**config.mk**
```make
export PLATFORM = sky130hd
export DESIGN_NAME = scd_cmd_decoder
export DESIGN_NICKNAME = d
export VERILOG_FILES = /design/src/scd_pkg.sv /design/src/scd_timer.sv /design/src/scd_bank_state.sv /design/src/scd_cmd_decoder.sv
export SDC_FILE = /design/constraint.sdc
export NUM_CORES = 1
export LEC_CHECK = 0
export BUFFER_PORTS_ARGS = -buffer_cell sky130_fd_sc_hd__buf_4
export CAP_MARGIN = 15
export CORE_ASPECT_RATIO = 0.6
export CORE_MARGIN = 1.5
export CORE_UTILIZATION = 45
export CTS_CLUSTER_DIAMETER = 120
export DETAILED_ROUTE_END_ITERATION = 10
export PLACE_DENSITY = 0.69
export SLEW_MARGIN = 20
export SYNTH_ARGS = -nofsm -noshare
export SYNTH_HDL_FRONTEND = slang
export SYNTH_SLANG_ARGS = --single-unit
```
**constraint.sdc**
```tcl
create_clock -name clock -period 1.99 [get_ports clock]
set_input_delay 0.0995 -clock clock [delete_from_list [all_inputs] [get_ports clock]]
set_output_delay 0.0995 -clock clock [all_outputs]
set_load 0.01 [all_outputs]
```
**src/scd_pkg.sv**
```systemverilog
// package: command codes, power states and timing counts of the decoder
package scd_pkg;
   // command pins as {cs_n, ras_n, cas_n, we_n}
   localparam logic [3:0] CMD_NOP  = 4'h7;
   localparam logic [3:0] CMD_RW   = 4'h5;
   localparam logic [3:0] CMD_ACT  = 4'h3;
   localparam logic [3:0] CMD_PRE  = 4'h2;
   localparam logic [3:0] CMD_MRS  = 4'h0;
   localparam logic [3:0] CMD_REF  = 4'h1;
   localparam logic [3:0] CMD_ZQ   = 4'h6;
   localparam int AP_BIT  = 10;
   localparam int BC_BIT  = 12;
   localparam int CLK_MHZ = 250;
   // burst length in beats and the clocks a burst occupies (two beats/clock)
   localparam int BL8_BEATS  = 8;
   localparam int BC4_BEATS  = 4;
   localparam int BL8_CYCLES = BL8_BEATS / 2;
   localparam int BC4_CYCLES = BC4_BEATS / 2;
   // precharge time in ns and in clocks, rounded up
   localparam int TRP_NS     = 15;
   localparam int TRP_CYCLES = (TRP_NS * CLK_MHZ + 999) / 1000;
   // self refresh exit: clocks before any command, and before writes; power-down exit clocks
   localparam int TXS_CYCLES     = 64;
   localparam int TXSWR_CYCLES   = 512;
   localparam int TXP_CYCLES     = 3;
   typedef enum logic [3:0] {
      ST_ACTIVE = 4'b0001,
      ST_PPD    = 4'b0010,
      ST_APD    = 4'b0100,
      ST_SREF   = 4'b1000
   } scd_pstate_t;
endpackage

```
**src/scd_timer.sv**
```systemverilog
// down counter that flags when a loaded wait has elapsed
`timescale 1ns/1ps
module scd_timer #(
   parameter int WIDTH = 10
) (
   // clock and reset
   input  wire logic             clock,
   input  wire logic             rstn,
   // load and status
   input  wire logic             load,
   input  wire logic [WIDTH-1:0] value,
   output logic                  busy
);
   logic [WIDTH-1:0] cnt_reg, cnt_next;
   initial begin
      if (WIDTH < 2) $error("scd_timer width too small");
   end
   always_comb begin
      cnt_next = cnt_reg;
      if (load) begin
         cnt_next = value;
      end else if (cnt_reg != '0) begin
         cnt_next = cnt_reg - 1'b1;
      end
   end
   always_ff @(posedge clock or negedge rstn) begin
      if (!rstn) begin
         cnt_reg <= '0;
      end else begin
         cnt_reg <= cnt_next;
      end
   end
   assign busy = (cnt_reg != '0);
endmodule

```
**src/scd_bank_state.sv**
```systemverilog
// open/closed flag per bank, updated by activate and precharge
`timescale 1ns/1ps
module scd_bank_state #(
   parameter int BANKS = 8,
   parameter int BA_W  = 3
) (
   // clock and reset
   input  wire logic            clock,
   input  wire logic            rstn,
   // bank events
   input  wire logic            act,
   input  wire logic            pre_one,
   input  wire logic            pre_all,
   input  wire logic [BA_W-1:0] bank,
   output logic [BANKS-1:0]     open
);
   logic [BANKS-1:0] open_reg, open_next;
   initial begin
      if (BANKS != (1 << BA_W)) $error("bank count must match bank bits");
   end
   always_comb begin
      open_next = open_reg;
      if (pre_all) begin
         open_next = '0;
      end else if (pre_one) begin
         open_next[bank] = 1'b0;
      end else if (act) begin
         open_next[bank] = 1'b1;
      end
   end
   always_ff @(posedge clock or negedge rstn) begin
      if (!rstn) begin
         open_reg <= '0;
      end else begin
         open_reg <= open_next;
      end
   end
   assign open = open_reg;
endmodule

```
**src/scd_cmd_decoder.sv**
```systemverilog
// command and clock-enable decoder with power-state tracking
//
// Behaviour
// - decode from sampled select, strobes, clock enable
// - deselect and no-operation behave identically
// - read/write: cas low, we selects direction
// - a10 auto-precharge, a12 chop in on-the-fly
// - activate opens bank with row address
// - precharge one bank, or all with a10
// - mode register set: bank picks register
// - zq calibration, a10 long versus short
// - refresh; clock enable falling means self refresh
// - power-down entry/exit only with deselect/no-op
// - precharge power-down if banks closed or auto precharge pending, else active
// - self refresh exit seen without the clock
// - termination disabled throughout self refresh
// - reset pin acts only asynchronously
// - bursts run to completion, no-op ignored
// - idle: banks closed, no burst, timings met
`timescale 1ns/1ps
module scd_cmd_decoder #(
   parameter int BANKS = 8,
   parameter int BA_W  = 3,
   parameter int A_W   = 16
) (
   // clock and reset
   input  wire logic            clock,
   input  wire logic            rstn,
   // command bus
   input  wire logic            cke,
   input  wire logic            cs_n,
   input  wire logic            ras_n,
   input  wire logic            cas_n,
   input  wire logic            we_n,
   input  wire logic [BA_W-1:0] ba,
   input  wire logic [A_W-1:0]  addr,
   input  wire logic            odt,
   // mode configuration
   input  wire logic            bl_otf,
   input  wire logic            bl_fixed_bc4,
   // decoded command pulses
   output logic                 cmd_act,
   output logic                 cmd_rd,
   output logic                 cmd_wr,
   output logic                 cmd_pre,
   output logic                 cmd_mrs,
   output logic                 cmd_ref,
   output logic                 cmd_zq,
   output logic                 cmd_illegal,
   output logic [BA_W-1:0]      cmd_bank,
   output logic [A_W-1:0]       cmd_addr,
   output logic                 cmd_ap,
   output logic                 cmd_bc4,
   output logic                 cmd_pre_all,
   output logic                 cmd_zq_long,
   // state
   output scd_pkg::scd_pstate_t pstate,
   output logic                 burst_busy,
   output logic                 dev_idle,
   output logic                 odt_en,
   output logic                 wr_allowed
);
   initial begin
      if (A_W < 13) $error("address must reach the chop bit");
   end

   function automatic logic is_nop(input logic [3:0] c);
      return c[3] || (c == scd_pkg::CMD_NOP);
   endfunction

   // sampled pins, taken at the rising edge
   logic       cke_prev_reg;
   logic [3:0] pins;
   logic       valid_cmd;
   assign pins = {cs_n, ras_n, cas_n, we_n};
   // commands only while clock enable stayed high
   assign valid_cmd = cke_prev_reg && cke && !cs_n;

   logic d_act, d_rw, d_pre, d_mrs, d_ref, d_zq, d_sre, d_pde, d_exit;
   logic [BANKS-1:0] open_w;
   logic pre_busy, exit_busy, wr_busy, xp_busy, ap_pending_reg;
   always_comb begin
      d_act  = valid_cmd && pins == scd_pkg::CMD_ACT;
      d_rw   = valid_cmd && pins[3:1] == scd_pkg::CMD_RW[3:1];
      d_pre  = valid_cmd && pins == scd_pkg::CMD_PRE;
      d_mrs  = valid_cmd && pins == scd_pkg::CMD_MRS;
      d_ref  = valid_cmd && pins == scd_pkg::CMD_REF;
      d_zq   = valid_cmd && pins == scd_pkg::CMD_ZQ;
      d_sre  = cke_prev_reg && !cke && !cs_n
               && pins == scd_pkg::CMD_REF;
      d_pde  = cke_prev_reg && !cke && is_nop(pins);
      d_exit = !cke_prev_reg && cke && is_nop(pins);
   end

   // burst counter: a no-op never cuts a running burst short
   logic [2:0] burst_reg, burst_next;
   logic       bc4_w;
   assign bc4_w = bl_otf ? !addr[scd_pkg::BC_BIT] : bl_fixed_bc4;
   always_comb begin
      burst_next = burst_reg;
      if (d_rw && burst_reg <= 3'h1) begin
         burst_next = bc4_w ? 3'(scd_pkg::BC4_CYCLES)
                            : 3'(scd_pkg::BL8_CYCLES);
      end else if (burst_reg != 3'h0) begin
         burst_next = burst_reg - 3'h1;
      end
   end

   // power state
   scd_pkg::scd_pstate_t ps_reg, ps_next;
   logic bank_open_any, sr_async_exit, sr_exit;
   assign bank_open_any = |open_w;
   always_comb begin
      ps_next = ps_reg;
      unique case (ps_reg)
         scd_pkg::ST_ACTIVE: begin
            if (d_sre && !bank_open_any && burst_reg == 3'h0) begin
               ps_next = scd_pkg::ST_SREF;
            end else if (d_pde) begin
               // closed banks after pending precharge means precharge pd
               ps_next = (bank_open_any && !(d_pre && cmd_pre_all)
                          && !ap_pending_reg) ? scd_pkg::ST_APD
                                              : scd_pkg::ST_PPD;
            end
         end
         scd_pkg::ST_PPD, scd_pkg::ST_APD: begin
            if (d_exit) begin
               ps_next = scd_pkg::ST_ACTIVE;
            end
         end
         scd_pkg::ST_SREF: begin
            if (d_exit) begin
               ps_next = scd_pkg::ST_ACTIVE;
            end
         end
         default: ps_next = scd_pkg::ST_ACTIVE;
      endcase
   end

   // self refresh exit is caught from cke alone, no clock needed
   assign sr_async_exit = (ps_reg == scd_pkg::ST_SREF) && cke;
   // exit edge itself: the exit timers only load here, so gate directly
   assign sr_exit = (ps_reg == scd_pkg::ST_SREF) && d_exit;

   logic ap_pending_next;
   always_comb begin
      ap_pending_next = ap_pending_reg;
      if (d_rw && addr[scd_pkg::AP_BIT]) begin
         ap_pending_next = 1'b1;
      end else if (!burst_busy && !pre_busy) begin
         ap_pending_next = 1'b0;
      end
   end

   // registered outputs
   always_ff @(posedge clock or negedge rstn) begin
      if (!rstn) begin
         cke_prev_reg   <= 1'b0;
         burst_reg      <= 3'h0;
         ps_reg         <= scd_pkg::ST_ACTIVE;
         ap_pending_reg <= 1'b0;
         cmd_act        <= 1'b0;
         cmd_rd         <= 1'b0;
         cmd_wr         <= 1'b0;
         cmd_pre        <= 1'b0;
         cmd_mrs        <= 1'b0;
         cmd_ref        <= 1'b0;
         cmd_zq         <= 1'b0;
         cmd_illegal    <= 1'b0;
         cmd_bank       <= '0;
         cmd_addr       <= '0;
         cmd_ap         <= 1'b0;
         cmd_bc4        <= 1'b0;
         cmd_pre_all    <= 1'b0;
         cmd_zq_long    <= 1'b0;
         burst_busy     <= 1'b0;
         dev_idle       <= 1'b0;
         odt_en         <= 1'b0;
         wr_allowed     <= 1'b1;
      end else begin
         cke_prev_reg   <= cke;
         burst_reg      <= burst_next;
         ps_reg         <= ps_next;
         ap_pending_reg <= ap_pending_next;
         cmd_act        <= d_act;
         cmd_rd         <= d_rw && we_n;
         cmd_wr         <= d_rw && !we_n;
         cmd_pre        <= d_pre;
         cmd_mrs        <= d_mrs;
         cmd_ref        <= d_ref;
         cmd_zq         <= d_zq;
         // a read or write that overlaps a running burst cannot be honoured
         cmd_illegal    <= d_rw && burst_reg > 3'h1;
         cmd_bank       <= ba;
         cmd_addr       <= addr;
         cmd_ap         <= d_rw && addr[scd_pkg::AP_BIT];
         cmd_bc4        <= d_rw && bc4_w;
         cmd_pre_all    <= d_pre && addr[scd_pkg::AP_BIT];
         cmd_zq_long    <= d_zq && addr[scd_pkg::AP_BIT];
         burst_busy     <= burst_next != 3'h0;
         dev_idle       <= ps_next == scd_pkg::ST_ACTIVE && cke
                           && !bank_open_any && burst_next == 3'h0
                           && !pre_busy && !exit_busy && !xp_busy
                           && !d_exit && !d_act && !d_pre;
         odt_en         <= odt && ps_next != scd_pkg::ST_SREF
                           && !sr_async_exit;
         // closed in self refresh and on its exit edge, before the timer
         wr_allowed     <= !wr_busy && ps_next != scd_pkg::ST_SREF
                           && !sr_exit;
      end
   end
   assign pstate = ps_reg;

   // bank bookkeeping; only precharge commands close banks, auto precharge does not
   scd_bank_state #(
      .BANKS   (BANKS),
      .BA_W    (BA_W)
   ) u_banks (
      .clock   (clock),
      .rstn    (rstn),
      .act     (d_act),
      .pre_one (d_pre && !addr[scd_pkg::AP_BIT]),
      .pre_all (d_pre && addr[scd_pkg::AP_BIT]),
      .bank    (ba),
      .open    (open_w)
   );

   scd_timer #(.WIDTH(4)) u_trp (
      .clock (clock),
      .rstn  (rstn),
      .load  (d_pre),
      .value (4'(scd_pkg::TRP_CYCLES)),
      .busy  (pre_busy)
   );
   scd_timer #(.WIDTH(8)) u_txs (
      .clock (clock),
      .rstn  (rstn),
      .load  (ps_reg == scd_pkg::ST_SREF && d_exit),
      .value (8'(scd_pkg::TXS_CYCLES)),
      .busy  (exit_busy)
   );
   scd_timer #(.WIDTH(10)) u_txswr (
      .clock (clock),
      .rstn  (rstn),
      .load  (ps_reg == scd_pkg::ST_SREF && d_exit),
      .value (10'(scd_pkg::TXSWR_CYCLES)),
      .busy  (wr_busy)
   );
   scd_timer #(.WIDTH(4)) u_txp (
      .clock (clock),
      .rstn  (rstn),
      .load  (ps_reg != scd_pkg::ST_SREF && ps_reg != scd_pkg::ST_ACTIVE
              && d_exit),
      .value (4'(scd_pkg::TXP_CYCLES)),
      .busy  (xp_busy)
   );

   // checks
   property p_rd_pulse;
      @(posedge clock) disable iff (!rstn)
      (cke_prev_reg && cke && pins == 4'h5) |=> cmd_rd;
   endproperty
   a_rd_pulse: assert property (p_rd_pulse) else $error("read missed");
   property p_no_cmd_low_cke;
      @(posedge clock) disable iff (!rstn)
      !cke_prev_reg |=> !(cmd_act || cmd_rd || cmd_wr || cmd_ref);
   endproperty
   a_no_cmd_low_cke: assert property (p_no_cmd_low_cke)
      else $error("command while cke low");
   property p_sref_odt;
      @(posedge clock) disable iff (!rstn)
      pstate == scd_pkg::ST_SREF |-> !odt_en;
   endproperty
   a_sref_odt: assert property (p_sref_odt)
      else $error("odt during self refresh");
   property p_burst_len;
      @(posedge clock) disable iff (!rstn)
      (d_rw && !bc4_w && burst_reg == 3'h0) |=> burst_busy [*4];
   endproperty
   a_burst_len: assert property (p_burst_len)
      else $error("burst ended early");
   property p_pde;
      @(posedge clock) disable iff (!rstn)
      (pstate == scd_pkg::ST_ACTIVE && d_pde && !d_sre && bank_open_any
       && !ap_pending_reg) |=> pstate == scd_pkg::ST_APD;
   endproperty
   a_pde: assert property (p_pde) else $error("no active pd");
   property p_exit;
      @(posedge clock) disable iff (!rstn)
      (pstate == scd_pkg::ST_SREF && d_exit) |=> !wr_allowed [*8];
   endproperty
   a_exit: assert property (p_exit) else $error("write open early");
   property p_idle;
      @(posedge clock) disable iff (!rstn)
      dev_idle |-> !$past(bank_open_any) && open_w == '0;
   endproperty
   a_idle: assert property (p_idle) else $error("idle with open bank");
   property p_pre_all;
      @(posedge clock) disable iff (!rstn)
      cmd_pre_all |=> open_w == '0;
   endproperty
   a_pre_all: assert property (p_pre_all)
      else $error("banks open after precharge all");
   c_sref: cover property (@(posedge clock) pstate == scd_pkg::ST_SREF);
   c_apd: cover property (@(posedge clock) pstate == scd_pkg::ST_APD);
   c_wr: cover property (@(posedge clock) cmd_wr && cmd_bc4);
   property p_wr_pulse;
      @(posedge clock) disable iff (!rstn)
      (cke_prev_reg && cke && pins == 4'h4) |=> cmd_wr;
   endproperty
   a_wr_pulse: assert property (p_wr_pulse) else $error("write missed");
   property p_nop_quiet;
      @(posedge clock) disable iff (!rstn)
      (cke_prev_reg && cke && is_nop(pins)) |=> !(cmd_act || cmd_rd
         || cmd_wr || cmd_pre || cmd_mrs || cmd_ref || cmd_zq);
   endproperty
   a_nop_quiet: assert property (p_nop_quiet)
      else $error("command from no-op");
   property p_sre_refused;
      @(posedge clock) disable iff (!rstn)
      (pstate == scd_pkg::ST_ACTIVE && d_sre && bank_open_any)
         |=> pstate == scd_pkg::ST_ACTIVE;
   endproperty
   a_sre_refused: assert property (p_sre_refused)
      else $error("self refresh with open bank");
   property p_ppd;
      @(posedge clock) disable iff (!rstn)
      (pstate == scd_pkg::ST_ACTIVE && d_pde && !bank_open_any)
         |=> pstate == scd_pkg::ST_PPD;
   endproperty
   a_ppd: assert property (p_ppd) else $error("no precharge pd");
   property p_pd_exit;
      @(posedge clock) disable iff (!rstn)
      ((pstate == scd_pkg::ST_PPD || pstate == scd_pkg::ST_APD) && d_exit)
         |=> pstate == scd_pkg::ST_ACTIVE;
   endproperty
   a_pd_exit: assert property (p_pd_exit)
      else $error("power-down exit missed");
   property p_exit_idle;
      @(posedge clock) disable iff (!rstn)
      (pstate == scd_pkg::ST_SREF && d_exit) |=> !dev_idle [*8];
   endproperty
   a_exit_idle: assert property (p_exit_idle)
      else $error("idle during exit time");
   c_ppd: cover property (@(posedge clock) pstate == scd_pkg::ST_PPD);
   c_illegal: cover property (@(posedge clock) cmd_illegal);
endmodule

```
==> qor_table.md <==
| Metric | Reported |
|:---|:---|
| Power density normalized to cell area | 1170 nW/µm² |
| Max-cap violations | 0 |
| Worst EP arrival | 2180 ps |
| Pin count of the biggest net entering global routing | 63 |
| Share of the yosys chip area belonging to registers | 56.7% |
| Setup repair after global routing missed its margin | yes |
| Number of nets with antenna violations after routing | 0 |
| Synth Area in Adders | 3.27% |
| Ys flop type | sky130_fd_sc_hd__dfrtp_1 |
| Number of buffers between clock root and the deepest sink | 2 |
| Number of global-route vias before repair | 2661 |
| Core outline area | 7330 µm² |
| Final critical-path share of the clock period | 97.2% |
| Post-Place Setup Slack | -0.333 ps |
| Final worst hold slack | 24.8 ps |
| Tightest Pin Transition | 770 ps |
| Storage element area | 1950 µm² |
| Total of flip-flops plus latches after synthesis | 78 |
| Proportion of synthesized area in mux cells | 0.944% |
| Violation count after the first detailed-routing iteration | 156 |
| Number of enable flip-flop cells after synthesis | 0 |
| Combinational family with the most area after synthesis | simple AND/OR/NAND/NOR gates |
| H-tree depth | 3 |
| Half-perimeter wire length after placement | 5380 µm |
| TritonCTS Sinks | 78 |
| Simple-gate share of the synthesized area | 19.9% |
| Master of the slowest instance on the critical path | sky130_fd_sc_hd__or4b_4 |
| Status | finished clean |
| Final standard cell area without fillers | 4860 µm² |
| Final net count | 467 |
| Total CTS buffers | 9 |
| Wire length of the first global-routing pass | 13200 µm |
| Leakage | 2.25 nW |
| Setup-violating endpoint count in the final report | 0 |
| Average wire per cell in the routed design | 15.1 µm |
| Biggest area contributors in the synthesized netlist | sky130_fd_sc_hd__dfrtp_1 (55%), sky130_fd_sc_hd__a21oi_1 (4.1%), sky130_fd_sc_hd__ha_1 (3.3%) |
| Final Hold Violating Endpoints | 0 |
| Final weighted congestion in routability-driven placement | 0.838 |
| Share of cells above drive strength 1 | 32.0% |
| Cell type with the largest total area after synthesis | sky130_fd_sc_hd__dfrtp_1 |
| Clock-pin transition on the worst setup and hold timing paths | 60 ps |
| Max Clk Rate | 517 MHz |
| Die outline height | 70.8 µm |
| Number of iterations in the first detailed-routing pass | 4 |
| Clock tree from TritonCTS | done |
| Detailed-route wire length | 8120 µm |
| Clock root cell | sky130_fd_sc_hd__clkbuf_16 |
| Worst path required time | 2240 ps |
| Setup Skew | 4.91 ps |
| Die X | 116 µm |
| Filler instances | 567 |
| Syn-to-layout area delta | 40.9% |
| Die footprint | 8210 µm² |
| Clk_lat worst skew | 340 ps |
| Critical Setup Path Class | flop to flop |
| DR DRC count | 0 |
| Post-Synth XOR/XNOR Area | 2.80% |
| Routed via count divided by cell count | 5.14 |
| Synthesized net count | 349 |
| Worst ir drop on vdd | 602 µV |
| Min-Delay Path Class | input port to flop |
| Port Buffer Count | 67 |
| Critical path's top delay family | simple AND/OR/NAND/NOR gates |
| Post-synthesis cell type count | 55 |
| Antenna diode count | 0 |
| Effective utilization at floorplan | 47.0% |
| Crit start category | flop |
| Fin crit period | 1930 ps |
| Share of flip-flops with an asynchronous set or reset after synthesis | 100% |
| Min setup slack post-route | 56.4 ps |
| Maximum fanout along the worst path | 3 |
| YS warnings | 0 |
| Share of the synthesized area in the top cell type | 55.2% |
| Post-synthesis instance area | 3450 µm² |
| Cell breakdown of the critical path | inv_1, ha_1, nor3b_4, nand4_1, or4b_4, nor4b_4 |
| Number of buffer and inverter stages on the critical path | 1 |
| Number of rows in the core area | 24 |
| Worst rel slew slack | 48.6% |
| Initial antenna violation count | 0 |
| Count leader, synth | sky130_fd_sc_hd__dfrtp_1 |
| Per-instance average area after synthesis | 11.1 µm² |
| Flip-flop count of the largest register, all copies and words added | 16 |
| Gate count of the mapped netlist | 311 |
| Global route overflow | 0 |
| Number of pins exceeding their max-slew limit in the final report | 0 |
| Post-DP Area | 4220 µm² |
| Global-route usage over all layers | 21.0% |
| Maximum cell stage delay along the critical path | 580 ps |
| Sort of element at the end of the critical path | flop |
| Commonest cells in the netlist | sky130_fd_sc_hd__dfrtp_1 (76), sky130_fd_sc_hd__a21oi_1 (28), sky130_fd_sc_hd__nor2_1 (27) |
| Fraction of the mapped netlist area in compound gates | 13.3% |
| Top-Level Pins | 68 |
| Overall via count from detail_route | 2763 |
| Area taken by multi-input logic gates | 1480 µm² |
[through the flow]
step,util [%],TNS (ps),instances,total power [mW]
4_1_cts,65.1,0,538,5.64
5_1_grt,66.3,-46.4,538,6.10
3_3_place_gp,57.5,0,497,3.85
6_report,66.3,0,538,5.71
3_5_place_dp,57.5,-0.333,497,3.91
2_1_floorplan,-,0,311,3.31
[routing by layer]
layer,track usage [%],vias to the layer above,part of all wire [%]
met5,0,-,0
met4,7.32,0,1.5
met3,5.48,10,6.0
met2,31.5,75,44
met1,29.7,1337,48
li1,-,1341,-
[cell type report]
| cell class | count | share of cell area [%] |
|---|---|---|
| Sequential cell | 78 | 40.2 |
| Timing Repair Buffer | 116 | 19.2 |
| Clock buffer | 10 | 4.72 |
| Tap cell | 104 | 2.68 |
| Multi-Input combinational cell | 207 | 30.4 |
| Clock inverter | 6 | 1.47 |
| Inverter | 17 | 1.31 |
[layout by cell type (no fill, tap or decap), drive strengths merged, types with 4 or more instances in the layout]
master,n
nor3b,6
nand2,14
inv,18
a21o,6
nor3,10
dfrtp,76
ha,9
a21oi,28
and2,5
nor2b,6
o21ai,5
a31oi,7
nor4,6
buf,92
nand2b,13
a211oi,5
or3,4
nor2,27
clkbuf,10
dlygate4sd3,24
xnor2,8
[logic make-up (layout without fill, tap and decap cells)]
group           count (synthesis)  after routing
xor+xnor                       11             11
mux                             3              3
flops                          78             78
fa+ha+maj                       9              9
buf+inv                        26            149
simple gates                  116            116
compound gates                 68             68
[worst reg2reg max path, stage by stage (launching register included)]
cell                      delay (ps)
sky130_fd_sc_hd__dfrtp_1         370
sky130_fd_sc_hd__inv_1            90
sky130_fd_sc_hd__ha_1            190
sky130_fd_sc_hd__nor3b_4         210
sky130_fd_sc_hd__nand4_1         160
sky130_fd_sc_hd__or4b_4          580
sky130_fd_sc_hd__nor4b_4         250
[where the power goes]
part	total [mW]	leakage [nW]	internal [mW]	switching [mW]
sequential	2.29	0.962	1.96	0.337
combinational	1.78	1.15	0.941	0.837
clock	1.63	0.139	0.979	0.656
[final timing paths]
path                             startpoint                to  slack [ps]  cells after the start
setup / recovery           u_txp.cnt_reg[1]          dev_idle          60                      6
hold / removal                          odt            odt_en          20                      2
setup reg to reg           u_txp.cnt_reg[1]          dev_idle          60                      6
hold reg to reg              ap_pending_reg    ap_pending_reg         550                      2
max in group asynchronous              rstn  u_trp.cnt_reg[1]         950                      3
min in group asynchronous              rstn      cmd_addr[15]         410                      2
[timing repair]
item,4_1_cts,5_1_grt
gates resized for setup,1,18
gates cloned,0,0
buffers inserted,1,0
setup endpoints to repair,1,7
pin swaps,0,5
hold endpoints to repair,81,0
hold buffers,24,0
Note: power is estimated with default switching activity, not from simulation.
